<file path="config.mk">
export PLATFORM = sky130hd
export DESIGN_NAME = i2cx_top
export DESIGN_NICKNAME = d
export VERILOG_FILES = /design/src/inc/i2cx_pkg.sv /design/src/verilog/i2cx_top.sv
export SDC_FILE = /design/constraint.sdc
export NUM_CORES = 1
export LEC_CHECK = 0
export ABC_AREA = 1
export BUFFER_PORTS_ARGS = -buffer_cell sky130_fd_sc_hd__clkbuf_2
export CORE_UTILIZATION = 30
export DETAILED_ROUTE_END_ITERATION = 7
export GPL_ROUTABILITY_DRIVEN = 0
export SLEW_MARGIN = 20
export SYNTH_ARGS = -nofsm -noshare
export SYNTH_HDL_FRONTEND = slang
export SYNTH_SLANG_ARGS = --single-unit
</file>
<file path="constraint.sdc">
create_clock -name sys_clk_i -period 4.7 [get_ports sys_clk_i]
set_input_delay 0 -clock sys_clk_i [delete_from_list [all_inputs] [get_ports sys_clk_i]]
set_output_delay 0 -clock sys_clk_i [all_outputs]
set_load 0.02 [all_outputs]
</file>
<file path="src/inc/i2cx_pkg.sv">
// i2cx_pkg: shared types, command codes, reset values and timing counts
// for the two-wire 16-bit i/o expander.
// assumes a 250 MHz system clock; every constant here but ST_CHG_A, ST_CHG_B, ST_WR and ST_RD is used by i2cx_top.
package i2cx_pkg;

  // one 8-bit group per port, port a in the low byte
  typedef struct packed {
    logic [7:0] b;
    logic [7:0] a;
  } i2cx_port_t;

  // command byte values selecting the target register
  localparam logic [2:0] CMD_IN_A  = 3'h0;
  localparam logic [2:0] CMD_IN_B  = 3'h1;
  localparam logic [2:0] CMD_OUT_A = 3'h2;
  localparam logic [2:0] CMD_OUT_B = 3'h3;
  localparam logic [2:0] CMD_POL_A = 3'h4;
  localparam logic [2:0] CMD_POL_B = 3'h5;
  localparam logic [2:0] CMD_CFG_A = 3'h6;
  localparam logic [2:0] CMD_CFG_B = 3'h7;

  // register defaults: all pins inputs, outputs high, no inversion
  localparam logic [7:0] OUT_RST = 8'hFF;
  localparam logic [7:0] POL_RST = 8'h00;
  localparam logic [7:0] CFG_RST = 8'hFF;

  // top bit of the 7-bit slave address; the straps give the low six
  localparam logic ADDR_MSB = 1'h0;

  // local register port map
  localparam logic [7:0] REG_STAT = 8'h00;
  localparam logic [7:0] REG_MASK = 8'h04;
  localparam logic [7:0] REG_ADDR = 8'h08;

  // status bit positions
  localparam int ST_CHG_A = 0;
  localparam int ST_CHG_B = 1;
  localparam int ST_WR    = 2;
  localparam int ST_RD    = 3;
  localparam int ST_W     = 4;

  // spike filter on the bus lines
  localparam int         CLK_MHZ  = 250;
  localparam int         FILT_NS  = 50;
  localparam logic [3:0] FILT_CYC = 4'((FILT_NS * CLK_MHZ + 999) / 1000);

  // edges after reset in which the input register follows the pins
  localparam logic [1:0] PRIME_CYC = 2'h3;

  // bits per byte on the serial bus
  localparam logic [3:0] BYTE_BITS = 4'h8;

  // bus protocol states, one-hot
  typedef enum logic [6:0] {
    S_IDLE  = 7'h01,
    S_ADDR  = 7'h02,
    S_ACK_A = 7'h04,
    S_WR    = 7'h08,
    S_ACK_W = 7'h10,
    S_RD    = 7'h20,
    S_ACK_R = 7'h40
  } i2cx_state_t;

endpackage

</file>
<file path="src/verilog/i2cx_top.sv">
// i2cx_top: two-wire bus slave with sixteen general purpose pins, a change
// alert and a local status/mask register port.
// assumes scl, sda, straps and pins are asynchronous to sys_clk_i; the
// wired level of sda and alert is resolved outside from the enables.
`timescale 1ns/10ps

// Notes on behaviour
// - sixteen pins, two ports, four registers each
// - all pins inputs, undriven after reset
// - direction bit per pin sets input/output
// - output register drives pins; inputs captured
// - polarity bit complements input register read
// - every register readable over the bus
// - alert low while input differs from register
// - reset loads defaults, protocol machine idles
// - three four-level straps give 64 addresses
// - works at standard, fast, fast-plus rates
// - spike filter on clock and data lines
module i2cx_top
  import i2cx_pkg::*;
(
  input  wire logic        sys_clk_i,
  input  wire logic        rst_b_i,
  input  wire logic        scl_i,
  input  wire logic        sda_i,
  output logic             sda_o,
  output logic             sda_oe_o,
  input  wire logic        addr_strap_0_i,
  input  wire logic        addr_strap_1_i,
  input  wire logic        addr_strap_2_i,
  input  wire i2cx_port_t  pin_i,
  output i2cx_port_t       pin_o,
  output i2cx_port_t       pin_oe_o,
  output logic             alert_n_o,
  output logic             alert_oe_o,
  input  wire logic [7:0]  reg_addr_i,
  input  wire logic [31:0] reg_wdata_i,
  input  wire logic        reg_wr_i,
  input  wire logic        reg_rd_i,
  output logic [31:0]      reg_rdata_o,
  output logic             irq_o
);

  // next pointer within a register pair (a <-> b)
  function automatic logic [2:0] pair_next(input logic [2:0] p);
    pair_next = {p[2:1], ~p[0]};
  endfunction

  // strap level class from three samples: idle, after start, scl low
  function automatic logic [1:0] strap_code(input logic s_idle,
                                            input logic s_start,
                                            input logic s_low);
    if (!s_idle)
      strap_code = 2'h0;       // tied low
    else if (!s_start)
      strap_code = 2'h3;       // follows sda
    else if (!s_low)
      strap_code = 2'h2;       // follows scl
    else
      strap_code = 2'h1;       // tied high
  endfunction

  // raw asynchronous inputs, synchronised as one vector
  localparam int SYNC_W = 21;
  logic [SYNC_W-1:0] sync1_r;  // first stage, read only by sync2_r
  logic [SYNC_W-1:0] sync2_r;  // safe copy
  wire  [SYNC_W-1:0] raw_in = {pin_i, addr_strap_2_i, addr_strap_1_i,
                               addr_strap_0_i, sda_i, scl_i};

  // two-flop synchroniser
  always_ff @(posedge sys_clk_i or negedge rst_b_i)
  begin
    if (!rst_b_i)
    begin
      sync1_r <= {SYNC_W{1'b1}};
      sync2_r <= {SYNC_W{1'b1}};
    end
    else
    begin
      sync1_r <= raw_in;
      sync2_r <= sync1_r;
    end
  end

  wire i2cx_port_t pin_s   = sync2_r[20:5];  // sampled pin levels
  wire logic [2:0] strap_s = sync2_r[4:2];   // sampled straps
  wire logic [1:0] line_s  = sync2_r[1:0];   // {sda, scl}

  // spike filter: a line changes only after FILT_CYC stable cycles
  logic [1:0] flt_r;                         // filtered {sda, scl}
  logic [1:0] flt_d_r;                       // previous filtered value
  logic [3:0] fcnt_r [2];                    // stability counters

  always_ff @(posedge sys_clk_i or negedge rst_b_i)
  begin
    if (!rst_b_i)
    begin
      flt_r     <= 2'h3;
      flt_d_r   <= 2'h3;
      fcnt_r[0] <= 4'h0;
      fcnt_r[1] <= 4'h0;
    end
    else
    begin
      flt_d_r <= flt_r;
      for (int k = 0; k < 2; k++)
      begin
        if (line_s[k] == flt_r[k])
          fcnt_r[k] <= 4'h0;                 // short pulse discarded
        else if (fcnt_r[k] == FILT_CYC - 4'h1)
        begin
          flt_r[k]  <= line_s[k];
          fcnt_r[k] <= 4'h0;
        end
        else
          fcnt_r[k] <= fcnt_r[k] + 4'h1;
      end
    end
  end

  // bus events; 13 cycles of filter is far below the 260 ns minimum
  // clock phase at the fastest rate, so no edge is swallowed
  wire scl_rise = flt_r[0] & ~flt_d_r[0];
  wire scl_fall = ~flt_r[0] & flt_d_r[0];
  wire bus_start = flt_r[0] & flt_d_r[0] & flt_d_r[1] & ~flt_r[1];
  wire bus_stop  = flt_r[0] & flt_d_r[0] & ~flt_d_r[1] & flt_r[1];

  // protocol machine state
  i2cx_state_t st_r;
  logic [3:0]  cnt_r;          // rising edges seen in the current byte
  logic [7:0]  sh_r;           // receive shifter
  logic [7:0]  tx_r;           // transmit shifter
  logic [2:0]  ptr_r;          // selected register
  logic        first_r;        // next written byte is the command byte
  logic        rw_r;           // direction bit of the address byte
  logic        sda_oe_r;       // pulling sda low
  logic        acked_r;        // master acked the last read byte

  // straps: samples and decoded address
  logic [2:0]  smp_idle_r;
  logic [2:0]  smp_start_r;
  logic [2:0]  smp_low_r;
  wire  [6:0]  slave_addr = {ADDR_MSB,
                             strap_code(smp_idle_r[2], smp_start_r[2], smp_low_r[2]),
                             strap_code(smp_idle_r[1], smp_start_r[1], smp_low_r[1]),
                             strap_code(smp_idle_r[0], smp_start_r[0], smp_low_r[0])};

  // device registers
  i2cx_port_t out_r;           // output values
  i2cx_port_t pol_r;           // read inversion
  i2cx_port_t cfg_r;           // 1 = input
  i2cx_port_t in_r;            // latched input state
  i2cx_port_t oe_r;            // registered drive enables
  logic [1:0] prime_r;         // edges left in which in_r follows the pins
  // the synchroniser shows its reset ones for two edges, so in_r tracks
  // the pins until real levels have arrived, with the alert held off
  wire        priming = (prime_r != 2'h0);

  // byte-level strobes
  wire byte_end = (cnt_r == BYTE_BITS) & scl_fall;
  wire addr_hit = (sh_r[7:1] == slave_addr);
  wire wr_byte  = (st_r == S_WR) & byte_end & ~first_r;
  wire cmd_byte = (st_r == S_WR) & byte_end & first_r;
  wire rd_load  = scl_fall & (((st_r == S_ACK_A) & rw_r) |
                              ((st_r == S_ACK_R) & acked_r));

  // read view of the pins with inversion applied
  wire i2cx_port_t in_view = pin_s ^ pol_r;
  logic [7:0] rd_byte;

  // read multiplexer over all eight registers
  always_comb
  begin
    case (ptr_r)
      CMD_IN_A:  rd_byte = in_view.a;
      CMD_IN_B:  rd_byte = in_view.b;
      CMD_OUT_A: rd_byte = out_r.a;
      CMD_OUT_B: rd_byte = out_r.b;
      CMD_POL_A: rd_byte = pol_r.a;
      CMD_POL_B: rd_byte = pol_r.b;
      CMD_CFG_A: rd_byte = cfg_r.a;
      CMD_CFG_B: rd_byte = cfg_r.b;
      default:   rd_byte = 8'h00;
    endcase
  end

  // protocol machine; start and stop win over any bit activity
  always_ff @(posedge sys_clk_i or negedge rst_b_i)
  begin
    if (!rst_b_i)
    begin
      st_r     <= S_IDLE;
      cnt_r    <= 4'h0;
      sh_r     <= 8'h00;
      tx_r     <= 8'h00;
      ptr_r    <= CMD_IN_A;
      first_r  <= 1'b0;
      rw_r     <= 1'b0;
      sda_oe_r <= 1'b0;
      acked_r  <= 1'b0;
    end
    else if (bus_start)
    begin
      st_r     <= S_ADDR;                               // repeated start too
      cnt_r    <= 4'h0;
      sda_oe_r <= 1'b0;
    end
    else if (bus_stop)
    begin
      st_r     <= S_IDLE;
      sda_oe_r <= 1'b0;
    end
    else
    begin
      if (scl_rise)
      begin
        sh_r  <= {sh_r[6:0], flt_r[1]};
        cnt_r <= cnt_r + 4'h1;
      end
      case (st_r)
        S_IDLE: ;                                       // wait for start
        S_ADDR:
          if (byte_end)
          begin
            cnt_r <= 4'h0;
            if (addr_hit)
            begin
              st_r     <= S_ACK_A;
              sda_oe_r <= 1'b1;
              rw_r     <= sh_r[0];
              first_r  <= ~sh_r[0];
            end
            else
              st_r <= S_IDLE;                           // not ours
          end
        S_ACK_A:
          if (scl_fall)
          begin
            cnt_r <= 4'h0;
            if (rw_r)
            begin
              st_r     <= S_RD;
              sda_oe_r <= ~rd_byte[7];
              tx_r     <= {rd_byte[6:0], 1'b0};
              ptr_r    <= pair_next(ptr_r);
            end
            else
            begin
              st_r     <= S_WR;
              sda_oe_r <= 1'b0;
            end
          end
        S_WR:
          if (byte_end)
          begin
            st_r     <= S_ACK_W;
            sda_oe_r <= 1'b1;
            cnt_r    <= 4'h0;
            first_r  <= 1'b0;
            if (cmd_byte)
              ptr_r <= sh_r[2:0];
            else
              ptr_r <= pair_next(ptr_r);
          end
        S_ACK_W:
          if (scl_fall)
          begin
            st_r     <= S_WR;
            sda_oe_r <= 1'b0;
            cnt_r    <= 4'h0;
          end
        S_RD:
          if (byte_end)
          begin
            st_r     <= S_ACK_R;                        // release for master ack
            sda_oe_r <= 1'b0;
            cnt_r    <= 4'h0;
          end
          else if (scl_fall)
          begin
            sda_oe_r <= ~tx_r[7];
            tx_r     <= {tx_r[6:0], 1'b0};
          end
        S_ACK_R:
          if (scl_rise)
            acked_r <= ~flt_r[1];
          else if (scl_fall)
          begin
            cnt_r <= 4'h0;
            if (acked_r)
            begin
              st_r     <= S_RD;
              sda_oe_r <= ~rd_byte[7];
              tx_r     <= {rd_byte[6:0], 1'b0};
              ptr_r    <= pair_next(ptr_r);
            end
            else
              st_r <= S_IDLE;                           // nack ends the read
          end
        default:
          st_r <= S_IDLE;
      endcase
    end
  end

  // strap sampling: idle, just after start, first low clock phase
  always_ff @(posedge sys_clk_i or negedge rst_b_i)
  begin
    if (!rst_b_i)
    begin
      smp_idle_r  <= 3'h0;
      smp_start_r <= 3'h7;                              // tied low/high decode
      smp_low_r   <= 3'h7;                              // before a first start
    end
    else
    begin
      if ((st_r == S_IDLE) & (flt_r == 2'h3) & ~bus_start)
        smp_idle_r <= strap_s;
      if (bus_start)
        smp_start_r <= strap_s;
      if ((st_r == S_ADDR) & (cnt_r == 4'h0) & ~flt_r[0] & ~flt_d_r[0])
        smp_low_r <= strap_s;
    end
  end

  // register writes from the bus and input capture
  always_ff @(posedge sys_clk_i or negedge rst_b_i)
  begin
    if (!rst_b_i)
    begin
      out_r   <= {OUT_RST, OUT_RST};
      pol_r   <= {POL_RST, POL_RST};
      cfg_r   <= {CFG_RST, CFG_RST};
      in_r    <= 16'h0000;
      prime_r <= PRIME_CYC;
    end
    else
    begin
      if (priming)
        prime_r <= prime_r - 2'h1;
      if (wr_byte)
      begin
        case (ptr_r)
          CMD_OUT_A: out_r.a <= sh_r;
          CMD_OUT_B: out_r.b <= sh_r;
          CMD_POL_A: pol_r.a <= sh_r;
          CMD_POL_B: pol_r.b <= sh_r;
          CMD_CFG_A: cfg_r.a <= sh_r;
          CMD_CFG_B: cfg_r.b <= sh_r;
          default: ;                                    // input regs read-only
        endcase
      end
      // a read of a port captures it, which also clears its alert
      if (priming | (rd_load & (ptr_r == CMD_IN_A)))
        in_r.a <= pin_s.a;
      if (priming | (rd_load & (ptr_r == CMD_IN_B)))
        in_r.b <= pin_s.b;
    end
  end

  // mismatch on pins set as inputs; returning inputs clear it too
  // held off while in_r is still being primed after reset
  wire mis_a = ~priming & (|((pin_s.a ^ in_r.a) & cfg_r.a));
  wire mis_b = ~priming & (|((pin_s.b ^ in_r.b) & cfg_r.b));
  logic mis_a_d_r;
  logic mis_b_d_r;
  logic alert_oe_r;

  // pin drive and alert, all registered
  always_ff @(posedge sys_clk_i or negedge rst_b_i)
  begin
    if (!rst_b_i)
    begin
      oe_r       <= 16'h0000;
      alert_oe_r <= 1'b0;
      mis_a_d_r  <= 1'b0;
      mis_b_d_r  <= 1'b0;
    end
    else
    begin
      oe_r       <= ~cfg_r;
      alert_oe_r <= mis_a | mis_b;
      mis_a_d_r  <= mis_a;
      mis_b_d_r  <= mis_b;
    end
  end

  // local status, mask and read port
  logic [ST_W-1:0] stat_r;
  logic [ST_W-1:0] mask_r;
  logic [31:0]     rdata_r;
  logic            irq_r;
  wire  [ST_W-1:0] stat_set = {rd_load & ~ptr_r[2] & ~ptr_r[1],
                               wr_byte,
                               mis_b & ~mis_b_d_r,
                               mis_a & ~mis_a_d_r};
  wire  [ST_W-1:0] stat_clr = (reg_wr_i & (reg_addr_i == REG_STAT)) ?
                              reg_wdata_i[ST_W-1:0] : {ST_W{1'b0}};
  // set wins over a write-one-to-clear in the same cycle
  wire  [ST_W-1:0] stat_nxt = (stat_r & ~stat_clr) | stat_set;
  wire  [31:0]     rd_mux   = (reg_addr_i == REG_STAT) ? {28'h0, stat_r} :
                              (reg_addr_i == REG_MASK) ? {28'h0, mask_r} :
                              (reg_addr_i == REG_ADDR) ? {25'h0, slave_addr} :
                              32'h0;

  // status register, mask register and one-cycle read data
  always_ff @(posedge sys_clk_i or negedge rst_b_i)
  begin
    if (!rst_b_i)
    begin
      stat_r  <= {ST_W{1'b0}};
      mask_r  <= {ST_W{1'b0}};
      rdata_r <= 32'h0;
      irq_r   <= 1'b0;
    end
    else
    begin
      stat_r <= stat_nxt;
      if (reg_wr_i & (reg_addr_i == REG_MASK))
        mask_r <= reg_wdata_i[ST_W-1:0];
      rdata_r <= reg_rd_i ? rd_mux : 32'h0;             // valid one cycle only
      irq_r   <= |(stat_r & mask_r);
    end
  end

  // sda and alert are open-drain: the data value is always low
  assign sda_o       = 1'b0;
  assign sda_oe_o    = sda_oe_r;
  assign pin_o       = out_r;
  assign pin_oe_o    = oe_r;
  assign alert_n_o   = 1'b0;
  assign alert_oe_o  = alert_oe_r;
  assign reg_rdata_o = rdata_r;
  assign irq_o       = irq_r;

endmodule
</file>
Word level (Yosys, flattened, before mapping) --
Index checks and enable logic that the tools add are counted.
Storage, ports and cells: flip-flop bits (word level) 197, output and inout port bits 69, logic and storage cells 253
Cells by class: add/subtract/negate cells 4, equality and inequality tests 45, muxes and demuxes 73, bitwise operators 63, reduce and logical (&&, ||, !) cells 30
Operators by type and width (count):
- 8-bit case mux with 8 select lines | 1
- 7-bit 2-to-1 mux | 9
- 8-bit 2-to-1 mux | 7
- 7-bit case mux with 7 select lines | 1
- 4-bit 2-to-1 mux | 11
- 6-bit 2-to-1 mux | 6
- 4-bit != test (second input constant) | 9
- 1-bit bitwise AND | 29
- 8-bit case mux with 3 select lines | 1
- 2-bit != test (second input constant) | 11
- 1-bit 2-to-1 mux | 21
- 1-bit NOT | 20
- 10-bit AND reduction | 2
- 2-bit 2-to-1 mux | 9
- 8-bit bitwise AND | 2
- 16-bit NOT | 1
- 2-bit AND reduction | 8
- 8-bit OR reduction | 2
- 16-bit bitwise XOR | 1
- 8-bit bitwise XOR | 2
- 4-bit by 1-bit adder with 4-bit output (second input constant) | 3
- 3-bit equality test (second input constant) | 4
- 4-bit equality test (second input constant) | 3
- 4-bit case mux with 3 select lines | 1
- other kinds (41) | 51

Logic depth before layout (Yosys ltp) --
depth in word-level cells 9, gate-level depth with buffers 14

Worst setup path after synthesis --
No wires, ideal clock.
path kind reg2reg, start point register flt_r[0], end point register tx_r[2], arrival time 1.721 ns, required time 4.583 ns, setup slack 2.862 ns, stages on the path, launching flop included 13, period minus slack after synthesis 1.838 ns, cell sequence dfstp_2 > buf_2 > nand2_1 > inv_1 > nand3_2 > nand2_1 > inv_1 > nand3_1 > nand2_1 > nand2_1 > inv_1 > nand2_1 > nand2_1
Between the ends: longest elaborated chain between the ends 5
Ends and longest elaborated chain:
- from (decl) | line i2cx_top.sv:90 | logic [1:0] flt_r;
- from (signal, indexed assignment) | line i2cx_top.sv:112 | flt_r[k] <= line_s[k];
- 1-bit NOT / 1-bit bitwise AND (equally long branches) | line i2cx_top.sv:124, i2cx_top.sv:125, i2cx_top.sv:126
- 1-bit bitwise AND (on tied branches) | line i2cx_top.sv:124, i2cx_top.sv:125, i2cx_top.sv:126
- 1-bit bitwise AND (on tied branches) | line i2cx_top.sv:160, i2cx_top.sv:125, i2cx_top.sv:126
- 2-bit != test (no line) / 1-bit NOT (equally long branches)
- 10-bit AND reduction (no line) (*)
- to (signal assigned) | line i2cx_top.sv:244 | tx_r <= {rd_byte[6:0], 1'b0};
- to (signal assigned) | line i2cx_top.sv:282 | tx_r <= {tx_r[6:0], 1'b0};
- to (signal assigned) | line i2cx_top.sv:294 | tx_r <= {rd_byte[6:0], 1'b0};
- to (decl) | line i2cx_top.sv:132 | logic [7:0] tx_r;
Every way passes the cells marked *; elsewhere a longest branch is shown, timed or not. A chain may end at the register's enable or synchronous reset.

Worst setup path in the final report --
start point input port reg_addr_i[6], end point register mask_r[3]
Between the ends: longest elaborated chain between the ends 2
Ends and longest elaborated chain:
- from (decl) | line i2cx_top.sv:36 | input wire logic [7:0] reg_addr_i,
- 8-bit by 3-bit equality test with 1-bit output | line i2cx_top.sv:419 | if (reg_wr_i & (reg_addr_i == REG_MASK))
- 1-bit bitwise AND | line i2cx_top.sv:419
- to (signal assigned) | line i2cx_top.sv:412 | mask_r <= {ST_W{1'b0}};
- to (signal assigned) | line i2cx_top.sv:420 | mask_r <= reg_wdata_i[ST_W-1:0];
- to (decl) | line i2cx_top.sv:390 | logic [ST_W-1:0] mask_r;
Every way passes these cells.

==> impl_metrics.csv <==
group,metric,value,unit
setup_path,end_kind,"flop",
synthesis,yosysMostFrequentCell,"nand2_1",
timing,clock_skew,0.0141,ns
die,die_x,172,um
cts,cts_hold_buf,38,
synthesis,ys_top_cells_by_area,"dfrtp_1 31%, dfstp_2 26%, nand2_1 11%",
cts,post_cts_buffers,0,
power,internal_power,2.58,mW
synthesis,syn_area,8670,sq um
timing,holdWs,0.0692,ns
global_routing,grt_pass1_vias,6430,
synthesis,synthFlopType,"dfrtp_1",
die,die-height,172,um
setup_path,cp.required,5.02,ns
global_routing,track_usage,15.3,%
hold_path,hold_path_startpoint,"reg_addr_i[7]",
synthesis,async_flop_share,100,%
cts,clock_latency,0.44,ns
synthesis,synth-adder-area-share,1.01,%
global_routing,antenna_found_initial,0,
setup_path,timing.critical_path.buf_inv,4,
power,switchingPower,0.808,mW
cts,path_clk_slew,0.07,ns
cts,cts_buffer_depth,2,
routing,firstDrtPassIters,6,
routing,wire_per_inst,14.4,um
power,p_comb_share,4.4,%
setup_path,r2r-end,"in_r[5]",
global_routing,grt_max_degree,100,
power,leakage,4.62,nW
timing,finalSetupViolCount,0,
global_routing,top_usage_layer,"met2",
die,die-area,29600,sq um
synthesis,synth_edf_count,0,
power,power_frac_clock,43.7,%
synthesis,synthXorXnorAreaFrac,2.12,%
setup_path,path_class,"primary input to flop",
hold_path,min_to,"reg_rdata_o[3]",
layout,fin_nets,1152,
synthesis,ys_top_cells_by_count,"257 x nand2_1, 116 x inv_1, 109 x dfrtp_1, 96 x o21ai_0, 87 x dfstp_2",
synthesis,synth_top_area_share,31.5,%
global_routing,grt_use_met3,3.23,%
global_routing,use_met2,25.7,%
layout,multiInputGateArea,3030,sq um
synthesis,yosys.area_share.simple,18.9,%
routing,ant_nets,0,
synthesis,yosys_warnings,0,
cts,clock_sinks,196,
timing,tightest_slew,1.02,ns
timing,period_needed,2.85,ns
cts,htree_levels,4,
synthesis,synth_compound_area_share,11.5,%
die,ios,134,
layout,drive_gt1_share,19.8,%
power,peakVddDrop,0.203,mV
layout,diodes,0,
setup_path,critPathMaxStageDelay,0.62,ns
routing,vias_per_cell,4.52,
global_routing,gr-total-overflow,0,
setup_path,critPathLaunchType,"primary input",
run_status,status,"complete, no violations",
setup_path,r2r_slack,2.02,ns
timing,slew_viol_final,0,
die,start_util,30.9,%
synthesis,synth.area.mux_share,0.245,%
layout,fin_area,10400,sq um
timing,timing_hold_violations_final,0,
die,row_count,61,
power,total_power,3.39,mW
power,swShare,23.8,%
layout,fillerInstances,2864,
layout,syn_to_final_growth,19.5,%
synthesis,synth_seq_cells,196,
setup_path,arrival,3.17,ns
routing,finalWirelength,21200,um
cts,cts_tree,"yes",
placed_design,hpwl,15000,um
hold_path,worstHoldPathType,"primary input to flop",
routing,drt-initial-drc-count,487,
timing,max_slew_margin,31.2,%
synthesis,synth-seq-area-share,57.8,%
synthesis,synth_top_family_by_area,"simple AND/OR/NAND/NOR gates",
timing,fmax,0.350,GHz
setup_path,critPathTopFamily,"buffers and inverters",
placed_design,dpl_cell_area,9380,sq um
cts,root_buffer,"clkbuf_16",
timing,tns,0,ns
placed_design,place_worst_setup_slack,2.09,ns
synthesis,syn_avg_cell_area,9.01,sq um
synthesis,synthCells,962,
global_routing,met1_usage,19.5,%
cts,cts_inserted_buffers,17,
hold_path,hold_depth,6,
setup_path,cp_max_fo,8,
layout,ff_latch_area,5010,sq um
timing,rsz0062_at_grt,"false",
routing,vias,6646,
placed_design,portBuffers,77,
setup_path,critical-path-slowest-cell,"nor4_1",
synthesis,yosysUniqueCellTypes,40,
routing,drc,0,
setup_path,crit_chain,"dlygate4sd3_1, clkbuf_2, nor2_1, dlygate4sd3_1, nand2_1, nor4_1, nand2_1, nand2_1, o21ai_0, dlygate4sd3_1",
run,maxCapViolCount,0,
power,p_seq_share,51.8,%
setup_path,rr_startpoint,"ptr_r[2]",
power,power.density,327,nW/um^2
cts,cts_resized,0,
synthesis,yosysTopAreaCell,"dfrtp_1",
global_routing,grt_first_pass_wirelength,34600,um
timing,fin_ws,1.85,ns
setup_path,r2r_cells,6,
timing,finalCritPeriodShare,60.7,%
die,core,28100,sq um
[worst max path at each step]
stage,start,end,depth (start not counted)
final,reg_addr_i[6],mask_r[3],10
after CTS,reg_addr_i[6],mask_r[1],10
after global routing,reg_addr_i[6],mask_r[0],10
after floorplan,flt_r[0],tx_r[2],12
after global placement,ptr_r[2],in_r[7],6
after detailed placement,ptr_r[2],in_r[6],6
[cell usage in the layout, fill, tap and decap left out, drive strengths merged, types with 2 or more instances in the layout]
cell	Yosys	final
a211oi	2	2
a21oi	39	39
a22oi	3	3
clkbuf	3	97
clkinv	1	5
conb	1	28
dfrtp	109	109
dfstp	87	87
dlygate4sd3	0	38
ha	7	7
inv	118	124
nand2	261	261
nand3	36	36
nand4	20	20
nor2	61	61
nor3	6	6
nor4	2	2
o2111ai	3	3
o211ai	4	4
o21ai	123	123
o22ai	8	8
xnor2	15	15
xor2	6	6
[power by group through the flow]
| stage | combinational [mW] | clock [mW] | sequential [mW] |
|---|---|---|---|
| CTS | 0.153 | 1.52 | 1.76 |
| floorplan | 0.0805 | 0 | 1.78 |
| global route | 0.174 | 1.60 | 1.76 |
| finish | 0.150 | 1.48 | 1.76 |
| detailed placement | 0.129 | 0 | 1.79 |
| global placement | 0.126 | 0 | 1.79 |
[per-layer routing]
metal	routed length (um)	up-vias
li1	-	3288
met1	9360	3189
met2	10400	144
met3	997	25
met4	437	0
met5	0	-
[stage by stage]
step	instances	utilization, %
floorplan	989	-
global placement	1401	33.4
detailed placement	1401	33.4
CTS	1471	36.9
global route	1471	36.9
finish	1471	36.9
[logic make-up after synthesis]
| group | count (synthesis) |
|---|---|
| buffers and inverters | 163 |
| and+or+nand+nor | 386 |
| other | 1 |
| adders and majority gates | 7 |
| DFF | 196 |
| AOI/OAI and AO/OA | 186 |
| muxes | 2 |
| xor gates and xnor gates | 21 |
[worst reg2reg max path, cell delays in order (launching register included)]
cell and delay (ns):
dfrtp_1 0.56, inv_1 0.25, nand2_1 0.12, nor2_1 0.62, inv_1 0.25, o21ai_2 0.59, o21ai_0 0.17
[registers in the layout, indices dropped and copies added, names as in the netlist, 16 cells and up]
name	count
pin_o	16
cfg_r	16
sync1_r	21
pol_r	16
sync2_r	21
in_r	16
pin_oe_o	16
[area by class of cell]
| class | instances | area share (%) |
|---|---|---|
| Inverter | 119 | 4.31 |
| Clock inverter | 12 | 1.30 |
| Timing Repair Buffer | 116 | 7.67 |
| Multi-Input combinational cell | 630 | 29.3 |
| Tap cell | 378 | 4.57 |
| Sequential cell | 196 | 48.4 |
| Clock buffer | 20 | 4.50 |
No activity file was read; power rests on OpenSTA's default activity.
